<file path="config.mk">
export PLATFORM = sky130hd
export DESIGN_NAME = lcd_command_port
export DESIGN_NICKNAME = d
export VERILOG_FILES = /design/src/logic/lcd_port_pkg.sv /design/src/logic/op_buffer.sv /design/src/logic/lcd_command_port.sv
export VERILOG_INCLUDE_DIRS = /design/src /design/src/logic
export SDC_FILE = /design/constraint.sdc
export NUM_CORES = 2
export LEC_CHECK = 0
export BUFFER_PORTS_ARGS = -buffer_cell sky130_fd_sc_hd__buf_4
export CAP_MARGIN = 20
export CORE_ASPECT_RATIO = 1.5
export CORE_UTILIZATION = 38
export CTS_CLUSTER_SIZE = 12
export DETAILED_ROUTE_END_ITERATION = 8
export GPL_ROUTABILITY_DRIVEN = 0
export MAX_ROUTING_LAYER = met4
export PLACE_DENSITY = 0.5
export SLEW_MARGIN = 20
export SYNTH_ARGS = -nofsm -noshare
export SYNTH_HDL_FRONTEND = slang
export SYNTH_SLANG_ARGS = --single-unit
</file>
<file path="constraint.sdc">
create_clock -name CLOCK -period 6.6 [get_ports CLOCK]
set_clock_uncertainty 0.15 [all_clocks]
set_input_delay 0.66 -clock CLOCK [delete_from_list [all_inputs] [get_ports CLOCK]]
set_output_delay 0.66 -clock CLOCK [all_outputs]
set_load 0.05 [all_outputs]
</file>
<file path="src/logic/lcd_port_params.svh">
/*
   Constants of the display memory command port: command codes, reset values and memory shape.
   Assumes it is included by bare name wherever these constants are used.
*/
`ifndef LCD_PORT_PARAMS_SVH
`define LCD_PORT_PARAMS_SVH

// Command codes decoded by the port itself.
`define CMD_RMW_ENTER 8'he0
`define CMD_RMW_END 8'hee
`define CMD_SOFT_RESET 8'he2

// Memory shape: columns 0 to 0x50 inclusive, four pages.
`define COL_COUNT 81
`define PAGE_COUNT 4

// Values loaded by the software reset command.
`define PAGE_SOFT_RESET 2'b11
`define START_SOFT_RESET 5'h00

// Values after hardware reset.
`define COLUMN_RESET 7'h00
`define PAGE_RESET 2'b00
`define START_RESET 5'h00
`define LATCH_RESET 8'h00

// Status byte: busy flag sits on data bit 7.
`define STATUS_BUSY_BIT 7

`endif

</file>
<file path="src/logic/lcd_port_pkg.sv">
/*
   Types shared by the command port and its buffer.
   Assumes nothing beyond a SystemVerilog compiler.
*/
package lcd_port_pkg;

   // Decoded level of the host control pins.
   typedef enum logic [4:0] {
      BUS_IDLE = 5'b00001,
      BUS_WDATA = 5'b00010,
      BUS_RDATA = 5'b00100,
      BUS_WCMD = 5'b01000,
      BUS_RSTAT = 5'b10000
   } bus_kind_type;

   // Kind of operation queued for execution.
   typedef enum logic [2:0] {
      OP_WDATA = 3'b001,
      OP_RDATA = 3'b010,
      OP_CMD = 3'b100
   } op_kind_type;

   // One queued host access.
   typedef struct packed {
      op_kind_type op;
      logic [7:0] data;
   } op_entry_type;

endpackage

</file>
<file path="src/logic/op_buffer.sv">
/*
   Small valid/ready buffer built from flip-flops, addressed by index.
   Assumes a single clock and an asynchronous active-low reset.
*/
`timescale 1ns/1ps
module op_buffer #(
   parameter int WIDTH = 11,
   parameter int DEPTH = 2
) (
   input wire logic clk,
   input wire logic rst_n,
   input wire logic in_valid,
   output logic in_ready,
   input wire logic [WIDTH-1:0] in_data,
   output logic out_valid,
   input wire logic out_ready,
   output logic [WIDTH-1:0] out_data
);

   localparam int AW = (DEPTH > 1) ? $clog2(DEPTH) : 1;

   // The pointers wrap naturally, so the depth must be a power of two.
   if (DEPTH < 2 || (DEPTH & (DEPTH - 1)) != 0 || WIDTH < 1) begin : g_bad_shape
      $error("op_buffer: DEPTH must be a power of two of at least 2");
   end

   logic [WIDTH-1:0] store_r [DEPTH];
   logic [AW-1:0] wr_ptr_r;
   logic [AW-1:0] rd_ptr_r;
   logic [AW:0] count_r;
   logic push;
   logic pop;

   // Full and empty come straight from the occupancy count.
   assign in_ready = (count_r != (AW+1)'(DEPTH));
   assign out_valid = (count_r != '0);
   assign out_data = store_r[rd_ptr_r];
   assign push = in_valid && in_ready;
   assign pop = out_valid && out_ready;

   // Pointers and count.
   always_ff @(posedge clk or negedge rst_n) begin
      if (!rst_n) begin
         wr_ptr_r <= '0;
         rd_ptr_r <= '0;
         count_r <= '0;
      end else begin
         if (push) begin
            wr_ptr_r <= wr_ptr_r + 1'b1;
         end
         if (pop) begin
            rd_ptr_r <= rd_ptr_r + 1'b1;
         end
         if (push && !pop) begin
            count_r <= count_r + 1'b1;
         end else if (pop && !push) begin
            count_r <= count_r - 1'b1;
         end
      end
   end

   // Storage carries data only, so it needs no reset.
   always_ff @(posedge clk) begin
      if (push) begin
         store_r[wr_ptr_r] <= in_data;
      end
   end

endmodule

</file>
<file path="src/logic/lcd_command_port.sv">
/*
   Host command and data port of a graphic display column driver: display memory, column and page
   pointers, read latch, read-modify-write mode and software reset.
   Assumes host pins arrive asynchronously and are synchronised here; the set-up command decoder
   and its register loads run on CLOCK.
*/
`timescale 1ns/1ps
`include "lcd_port_params.svh"
module lcd_command_port #(
   parameter int COLS = `COL_COUNT
) (
   input wire logic CLOCK,
   input wire logic RST_N,
   input wire logic CMD_DATA_SEL,
   input wire logic ENABLE_READ,
   input wire logic READ_WRITE_SEL,
   input wire logic [7:0] PARALLEL_DATA_LINES_IN,
   output logic [7:0] PARALLEL_DATA_LINES_OUT,
   output logic PARALLEL_DATA_LINES_OE,
   output logic BUSY,
   output logic [6:0] COLUMN,
   output logic [1:0] PAGE,
   output logic [4:0] START_LINE,
   output logic RMW_ACTIVE,
   output logic SETUP_VALID,
   output logic [7:0] SETUP_CODE,
   input wire logic SETUP_READY,
   input wire logic COLUMN_LOAD,
   input wire logic [6:0] COLUMN_VALUE,
   input wire logic PAGE_LOAD,
   input wire logic [1:0] PAGE_VALUE,
   input wire logic START_LINE_LOAD,
   input wire logic [4:0] START_LINE_VALUE
);
   import lcd_port_pkg::*;

   localparam int DEPTH = COLS * `PAGE_COUNT;
   localparam int IW = $clog2(DEPTH);
   localparam logic [6:0] COL_LAST = 7'(COLS - 1);

   // The column counter is 7 bits wide, so at most 128 columns can be served.
   if (COLS < 1 || COLS > 128) begin : g_bad_cols
      $error("lcd_command_port: COLS must lie between 1 and 128");
   end

   ////////////////////////////////////////////////////////////////////////////////////////////////
   // Helpers.

   // Maps the control pins to an access kind; status read is select low with read/write high.
   function automatic bus_kind_type decode_bus(input logic cd, input logic en, input logic rw);
      case ({cd, en, rw})
         3'b110: decode_bus = BUS_WDATA;
         3'b101: decode_bus = BUS_RDATA;
         3'b010: decode_bus = BUS_WCMD;
         3'b001: decode_bus = BUS_RSTAT;
         default: decode_bus = BUS_IDLE;
      endcase
   endfunction

   // Column step that stops at the last valid column.
   function automatic logic [6:0] col_step(input logic [6:0] col);
      col_step = (col >= COL_LAST) ? COL_LAST : col + 7'h01;
   endfunction

   // Flat memory index of a page and column.
   function automatic logic [IW-1:0] mem_index(input logic [1:0] page, input logic [6:0] col);
      mem_index = IW'(page * COLS + col);
   endfunction

   ////////////////////////////////////////////////////////////////////////////////////////////////
   // Pin synchroniser: a change counts once the second and third stages agree.

   logic [10:0] sync1_r;
   logic [10:0] sync2_r;
   logic [10:0] sync3_r;
   logic [10:0] stable_r;

   always_ff @(posedge CLOCK or negedge RST_N) begin
      if (!RST_N) begin
         sync1_r <= 11'h000;
         sync2_r <= 11'h000;
         sync3_r <= 11'h000;
         stable_r <= 11'h000;
      end else begin
         sync1_r <= {CMD_DATA_SEL, ENABLE_READ, READ_WRITE_SEL, PARALLEL_DATA_LINES_IN};
         sync2_r <= sync1_r;
         sync3_r <= sync2_r;
         if (sync2_r == sync3_r) begin
            stable_r <= sync3_r;
         end
      end
   end

   ////////////////////////////////////////////////////////////////////////////////////////////////
   // Access detection. Writes are taken when the write level ends, so late data setup still counts.

   bus_kind_type kind_now;
   bus_kind_type kind_r;
   logic [7:0] wdata_r;
   logic push_valid;
   op_entry_type push_entry;
   logic push_ready;

   assign kind_now = decode_bus(stable_r[10], stable_r[9], stable_r[8]);

   always_ff @(posedge CLOCK or negedge RST_N) begin
      if (!RST_N) begin
         kind_r <= BUS_IDLE;
         wdata_r <= 8'h00;
      end else begin
         kind_r <= kind_now;
         if (kind_now == BUS_WDATA || kind_now == BUS_WCMD) begin
            wdata_r <= stable_r[7:0];
         end
      end
   end

   // One entry is offered at the end of each write or data read; a full buffer drops it.
   always_comb begin
      push_valid = 1'b0;
      push_entry = '{op: OP_CMD, data: wdata_r};
      if (kind_r != kind_now) begin
         case (kind_r)
            BUS_WDATA: begin
               push_valid = 1'b1;
               push_entry = '{op: OP_WDATA, data: wdata_r};
            end
            BUS_RDATA: begin
               push_valid = 1'b1;
               push_entry = '{op: OP_RDATA, data: wdata_r};
            end
            BUS_WCMD: begin
               push_valid = 1'b1;
            end
            default: begin
               push_valid = 1'b0;
            end
         endcase
      end
   end

   ////////////////////////////////////////////////////////////////////////////////////////////////
   // Operation buffer. Its fullness is the busy flag, so a stalled set-up decoder refuses the host.

   logic pop_valid;
   logic pop_ready;
   logic [$bits(op_entry_type)-1:0] pop_bits;
   op_entry_type pop_entry;
   logic pop;
   logic setup_valid_r;

   op_buffer #(
      .WIDTH($bits(op_entry_type)),
      .DEPTH(2)
   ) u_buffer (
      .clk(CLOCK),
      .rst_n(RST_N),
      .in_valid(push_valid),
      .in_ready(push_ready),
      .in_data(push_entry),
      .out_valid(pop_valid),
      .out_ready(pop_ready),
      .out_data(pop_bits)
   );

   assign pop_entry = op_entry_type'(pop_bits);
   assign pop_ready = !setup_valid_r;
   assign pop = pop_valid && pop_ready;

   ////////////////////////////////////////////////////////////////////////////////////////////////
   // Display memory and read latch. Memory has no reset; no command ever clears it.

   logic [7:0] mem_r [DEPTH];
   logic [7:0] latch_r;
   logic [6:0] column_r;
   logic [1:0] page_r;

   always_ff @(posedge CLOCK) begin
      if (pop && pop_entry.op == OP_WDATA) begin
         mem_r[mem_index(page_r, column_r)] <= pop_entry.data;
      end
   end

   // The latch is refilled after the read ends, so each read shows the previous byte.
   always_ff @(posedge CLOCK or negedge RST_N) begin
      if (!RST_N) begin
         latch_r <= `LATCH_RESET;
      end else if (pop && pop_entry.op == OP_RDATA) begin
         latch_r <= mem_r[mem_index(page_r, column_r)];
      end
   end

   ////////////////////////////////////////////////////////////////////////////////////////////////
   // Column counter and read-modify-write mode.

   logic rmw_r;
   logic [6:0] saved_col_r;
   logic is_cmd;

   assign is_cmd = pop && pop_entry.op == OP_CMD;

   always_ff @(posedge CLOCK or negedge RST_N) begin
      if (!RST_N) begin
         column_r <= `COLUMN_RESET;
      end else if (pop && pop_entry.op == OP_WDATA) begin
         column_r <= col_step(column_r);
      end else if (pop && pop_entry.op == OP_RDATA) begin
         if (!rmw_r) begin
            column_r <= col_step(column_r);
         end
      end else if (is_cmd && pop_entry.data == `CMD_RMW_END && rmw_r) begin
         column_r <= saved_col_r;
      end else if (COLUMN_LOAD) begin
         column_r <= (COLUMN_VALUE > COL_LAST) ? COL_LAST : COLUMN_VALUE;
      end
   end

   // Mode flag and saved column; untouched by any other command code.
   always_ff @(posedge CLOCK or negedge RST_N) begin
      if (!RST_N) begin
         rmw_r <= 1'b0;
         saved_col_r <= `COLUMN_RESET;
      end else if (is_cmd && pop_entry.data == `CMD_RMW_ENTER) begin
         rmw_r <= 1'b1;
         saved_col_r <= column_r;
      end else if (is_cmd && pop_entry.data == `CMD_RMW_END) begin
         rmw_r <= 1'b0;
      end
   end

   ////////////////////////////////////////////////////////////////////////////////////////////////
   // Page and start line: software reset touches only these two.

   logic [4:0] start_r;

   always_ff @(posedge CLOCK or negedge RST_N) begin
      if (!RST_N) begin
         page_r <= `PAGE_RESET;
         start_r <= `START_RESET;
      end else if (is_cmd && pop_entry.data == `CMD_SOFT_RESET) begin
         page_r <= `PAGE_SOFT_RESET;
         start_r <= `START_SOFT_RESET;
      end else begin
         if (PAGE_LOAD) begin
            page_r <= PAGE_VALUE;
         end
         if (START_LINE_LOAD) begin
            start_r <= START_LINE_VALUE;
         end
      end
   end

   ////////////////////////////////////////////////////////////////////////////////////////////////
   // Hand-off of other command codes; the buffer stalls until the decoder takes each one.

   logic [7:0] setup_code_r;

   always_ff @(posedge CLOCK or negedge RST_N) begin
      if (!RST_N) begin
         setup_valid_r <= 1'b0;
         setup_code_r <= 8'h00;
      end else if (is_cmd && pop_entry.data != `CMD_RMW_ENTER && pop_entry.data != `CMD_RMW_END
                   && pop_entry.data != `CMD_SOFT_RESET) begin
         setup_valid_r <= 1'b1;
         setup_code_r <= pop_entry.data;
      end else if (SETUP_READY) begin
         setup_valid_r <= 1'b0;
      end
   end

   ////////////////////////////////////////////////////////////////////////////////////////////////
   // Pin drive and registered outputs. The bus is driven only during a read level.

   logic [7:0] dout_r;
   logic doe_r;
   logic busy_r;

   always_ff @(posedge CLOCK or negedge RST_N) begin
      if (!RST_N) begin
         dout_r <= 8'h00;
         doe_r <= 1'b0;
         busy_r <= 1'b0;
      end else begin
         doe_r <= (kind_now == BUS_RDATA) || (kind_now == BUS_RSTAT);
         busy_r <= !push_ready;
         if (kind_now == BUS_RSTAT) begin
            dout_r <= 8'h00;
            dout_r[`STATUS_BUSY_BIT] <= !push_ready;
         end else begin
            dout_r <= latch_r;
         end
      end
   end

   assign PARALLEL_DATA_LINES_OUT = dout_r;
   assign PARALLEL_DATA_LINES_OE = doe_r;
   assign BUSY = busy_r;
   assign COLUMN = column_r;
   assign PAGE = page_r;
   assign START_LINE = start_r;
   assign RMW_ACTIVE = rmw_r;
   assign SETUP_VALID = setup_valid_r;
   assign SETUP_CODE = setup_code_r;

endmodule

</file>
# == Word level (Yosys, flattened, before mapping) ==
# Memory sizes are Yosys's and may differ from the RTL's. A register that Yosys moved wholly into a read port is not among the register bits.
# Index checks and enable logic that the tools add are counted.
# word_totals
out_inout_bits,34
input_bits,31
mem_bits_rw,2614
reg_bits,102
n_memories,2
word_cells,111
# memory_table
name,words,width,rd,rd_clocked_by_memory_dff,write_ports,line_no,source
mem_r,324,8,1,1,1,lcd_command_port.sv:173,logic [7:0] mem_r [DEPTH];
u_buffer.store_r,2,11,1,0,1,op_buffer.sv:27,logic [WIDTH-1:0] store_r [DEPTH];
# classes
n_lt_le_gt_ge,2
n_reduce_logical,30
add_sub_neg,6
n_mul,1
eq_ne,24
mux,27
# ops
cell,count
$mux 7,7
$eq 8x8->1 const B,3
$ne 8x8->1 const B,3
$pmux 11 s2,1
$pmux 5 s4,1
$logic_and 1x1->1,14
$reduce_bool 2->1,6
$eq 11x11->1,1
$mux 11,1
$eq 5x2->1 const B,2
$eq 5x3->1 const B,2
$eq 5x4->1 const B,2
$mux 1,10
$mux 5,2
$add 9x7->9,1
$eq 3x3->1 const B,3
$mul 2x7->9 const B,1
$mux 2,4
$mux 8,1
$add 7x1->7 const B,1
$ge 7x7->1 const B,1
$gt 7x7->1 const B,1
$eq 3x1->1 const B,2
$eq 3x2->1 const B,2
12 further kinds,18

# == Logic depth before layout (Yosys ltp) ==
# logic_depth
depth_word,9
depth_mapped,15
depth_no_buf,11

# == Hierarchy ==
# From an unflattened synthesis, not the netlist that was laid out.
# unflattened
hier_cells,5028
area_unflattened_um2,106096.8
# modules_own_cells
mod,area_per_inst_um2,seq_area_each_um2,cells_per_inst,instances
lcd_command_port,105093.3,80488.4,4976,1
op_buffer,1003.5,760.7,52,1

# == Worst setup path before layout ==
# No wires, ideal clock.
# synth_path
kind,reg2reg
start,register u_buffer.rd_ptr_r
end,register column_r[6] (netlist: COLUMN[6])
synth_period_minus_slack_ps,4706
path_stages_with_launch,9
path_slack_ps,1894
t_required_ps,6324
arrival_time_ps,4430
n_path_buf,3
setup_ps,126
cell_sequence,dfrtp_1 buf_2 buf_2 mux2_2 and3_1 nand3_1 clkbuf_1 mux2_2 o32a_1
# synth_via
word_cells_on_any_way,16
classes_between,eq/ne (5); mux (3); reduce/logical (7); memory (1)
# synth_rtl
element,line_no,source
start: declaration,op_buffer.sv:29,logic [AW-1:0] rd_ptr_r;
start signal: assignment,op_buffer.sv:52,rd_ptr_r <= rd_ptr_r + 1'b1;
$mem_v2 2x11 *,-,
named net pop_bits[1],lcd_command_port.sv:147,logic [$bits(op_entry_type)-1:0] pop_bits;
$eq 8x8->1 (no line) *,-,
$logic_and 1x1->1 (no line) *,-,
$logic_and 1x1->1 *,lcd_command_port.sv:211,end else if (is_cmd && pop_entry.data == `CMD_RMW_END && rmw_r) begin
$mux 7,lcd_command_port.sv:211,
$mux 7,lcd_command_port.sv:207,end else if (pop && pop_entry.op == OP_RDATA) begin
$mux 7,lcd_command_port.sv:205,end else if (pop && pop_entry.op == OP_WDATA) begin
end signal: assignment,lcd_command_port.sv:206,column_r <= col_step(column_r);
end signal: assignment,lcd_command_port.sv:209,column_r <= col_step(column_r);
end signal: assignment,lcd_command_port.sv:212,column_r <= saved_col_r;
end: declaration,lcd_command_port.sv:175,logic [6:0] column_r;
# The timed path passes the listed nets; every way through them passes the cells marked *.
# A chain may end at the register's enable or synchronous reset.

# == Final worst setup path ==
# layout_path
start,register column_r[1] (netlist: COLUMN[1])
end,memory mem_r[250][4] (enable)
# layout_via
elab_chain_len,1
# layout_rtl
element,line_no,source
start signal: assignment,lcd_command_port.sv:204,column_r <= `COLUMN_RESET;
start signal: assignment,lcd_command_port.sv:206,
start signal: assignment,lcd_command_port.sv:209,
$add 9x7->9,lcd_command_port.sv:67,mem_index = IW'(page * COLS + col);
end: declaration,lcd_command_port.sv:173,
# Every way passes these cells.

==> flow_summary_export.csv <==
group,metric,value,unit
status,outcome,"finished clean",
routing,viasPerCell,5.70,
timing,rsz0062_at_grt,"no",
synth,synth_area_per_cell,20.7,um2
timing,min_period,5260,ps
setup_path,required,6920,ps
setup_path,crit_start,"COLUMN[1]$_DFFE_PN0P_",
clocking,cts_setup_buffers,0,
timing,worst_pin_slew,1130,ps
placed_design,hpwl,195000,um
min_path,hold_class,"in2reg",
setup_path,r2r-start,"COLUMN[1]$_DFFE_PN0P_",
clocking,clock-sinks,2724,
finish,fill_cells,24000,
finish,drive_above_1_share,24.7,%
global_route,grt_max_degree,182,
run,cap_violations,0,
synth,netlist_instances,5121,
synth,synth_flop_cell,"edfxtp_1",
clocking,htreeDepth,5,
setup_path,crit_arrival,5570,ps
placed_design,post-place-ws,1390,ps
timing,timing.slew.headroom,22.4,%
synth,yosysWarnings,0,
routing,wirelength,316000,um
finish,final_nets,5439,
floorplanning,design.core.area,278000,um2
synth,ys_types,74,
synth,synth_area,106000,um2
clocking,cts.path.max_buffers,4,
clocking,insertion_delay,860,ps
placed_design,place_area,112000,um2
floorplanning,die_w,433,um
finish,final_area,120000,um2
setup_path,critPathCaptureType,"flop",
routing,drcViolationCount,0,
pwr,powerDensity,324,nW/um2
clocking,cts_buffers,277,
synth,synthTopCellsByCount,"edfxtp_1, mux4_2, nor2_1",
routing,first_iter_violations,5341,
global_route,grt_pass1_wl,442000,um
placed_design,portBuffers,64,
routing,vias,52500,
global_route,gr-total-overflow,0,
synth,yosysTopAreaCell,"edfxtp_1",
timing,worst_slack,1340,ps
min_path,hp-start,"COLUMN_VALUE[1]",
routing,drtPass1Iterations,6,
timing,fmax,190,MHz
synth,syn-num-nets,5166,
setup_path,critPathKind,"reg2reg",
timing,setup_viol,0,
global_route,grt_pass1_vias,54600,
timing,tns,0,ps
setup_path,start_kind,"flop",
floorplanning,fp.dieArea,281000,um2
global_route,grt_usage,23.0,%
clocking,cts_tree,"yes",
floorplanning,num_io_pins,65,
pwr,p_leak,33.4,nW
routing,drt-wirelength-per-cell,34.2,um
clocking,root_buffer,"clkbuf_16",
floorplanning,row_count,237,
floorplanning,die_h,649,um
global_route,grt_antenna_before_repair,12,
clocking,clk_pin_slew,60,ps
timing,finalCritPeriodShare,79.6,%
synth,yosysSeqAreaShare,76.6,%
synth,synth-seq-cells,2724,
timing,whs,127,ps
routing,ant_nets,0,
synth,ys_async_sr_fraction,4.04,%
synth,synth_top_area_share,74.0,%
floorplanning,initial_core_util,38.2,%
synth,synthTopCellsByArea,"edfxtp_1, mux4_2, dfrtp_1",
setup_path,path_max_fanout,45,
pwr,ir_drop,304,uV
synth,synth_most_common_cell,"edfxtp_1",
synth,synth_edf_count,2614,
timing,hold_viol,0,
finish,syn2layout_area_growth,13.0,%
timing,maxSlewViolCount,0,
==> timing repair <==
action                                 in CTS  in global routing
endpoints found under the hold margin      59                  0
gates resized for setup                     0                  0
hold buffers                               28                  0
==> kinds of logic after synthesis <==
family,count (synthesis),synth area share [%]
AOI/OAI and AO/OA,295,1.98
xor gates and xnor gates,24,0.212
adders and majority gates,14,0.172
buffers and inverters,310,1.64
DFF,2724,76.6
muxes,811,15.8
and+or+nand+nor,943,3.68
==> critical path, cell delays in order, from the launching register on <==
cell     delay [ps]
dfrtp_1         450
ha_1            350
ha_4            180
fa_4            560
xnor2_2         220
buf_12          260
nor2_2          160
buf_4           330
nand3_2         750
buf_4           560
nor2_1          790
==> stage by stage <==
stage	utilization (%)	power, W	instances
finish	43.2	0.0388	9222
global route	43.2	0.0398	9218
CTS	43.1	0.0392	9215
detailed placement	40.2	0.0249	8790
global placement	40.2	0.0249	8789
floorplan	-	0.0225	5121
==> final timing paths <==
check                      depth (start not counted)  slack (ps)                                    to
setup / recovery                                  10        1340               mem_r[250][4]$_DFFE_PP_
hold reg to reg                                    0         210                  sync2_r[6]$_DFF_PN0_
setup reg to reg                                  10        1340               mem_r[250][4]$_DFFE_PP_
min in group asynchronous                          2         190  PARALLEL_DATA_LINES_OUT[7]$_DFF_PN0_
hold / removal                                     5         130                 COLUMN[1]$_DFFE_PN0P_
max in group asynchronous                          4        4950                  sync2_r[5]$_DFF_PN0_
==> power breakdown <==
part           internal, W  leakage [nW]  switching, W
Combinational      0.00193          8.26       0.00370
Sequential          0.0188          21.3     0.0000412
Clock              0.00796          3.77       0.00637
==> flip-flops by register name, summed over array words and instances (netlist names) <==
name                     count
u_buffer.store_r            22
BUSY                         1
u_buffer.rd_ptr_r            1
u_buffer.count_r             2
kind_r                       5
saved_col_r                  7
SETUP_CODE                   8
u_buffer.wr_ptr_r            1
mem_r                     2592
latch_r                      8
sync2_r                     11
SETUP_VALID                  1
RMW_ACTIVE                   1
PARALLEL_DATA_LINES_OUT      8
sync1_r                     11
stable_r                    11
START_LINE                   5
PAGE                         2
sync3_r                     11
PARALLEL_DATA_LINES_OE       1
COLUMN                       7
wdata_r                      8
==> final cells by class <==
type | instances | area [um2] | area share, %
Inverter | 13 | 50.0 | 0.0417
Sequential cell | 2724 | 81200 | 67.8
Multi-Input combinational cell | 2087 | 23500 | 19.6
Timing Repair Buffer | 291 | 2690 | 2.25
Tap cell | 3704 | 4630 | 3.86
Clock buffer | 368 | 7570 | 6.31
Antenna cell | 6 | 15.0 | 0.0125
Clock inverter | 29 | 191 | 0.160
==> placed cells by master, fill, tap and decap left out, types with 36 or more instances in the layout <==
cell | Yosys | final
a21oi_1 | 56 | 56
a31oi_1 | 36 | 36
buf_4 | 61 | 228
clkbuf_1 | 104 | 74
clkbuf_16 | 0 | 288
dfrtp_1 | 109 | 109
edfxtp_1 | 2614 | 2614
mux2_2 | 57 | 49
mux2i_1 | 72 | 71
mux4_2 | 682 | 682
nand2_1 | 345 | 341
nand3_1 | 96 | 84
nor2_1 | 405 | 396
==> metal layers <==
metal  up-vias  GRT usage, %  wire, um
met5         -             -         0
met4         0          8.04     12300
met3       521          3.24     18300
met2      1940          38.7    162000
met1     28600          28.5    123000
li1      21500             -         -
Power figures use the tool's default switching activity.
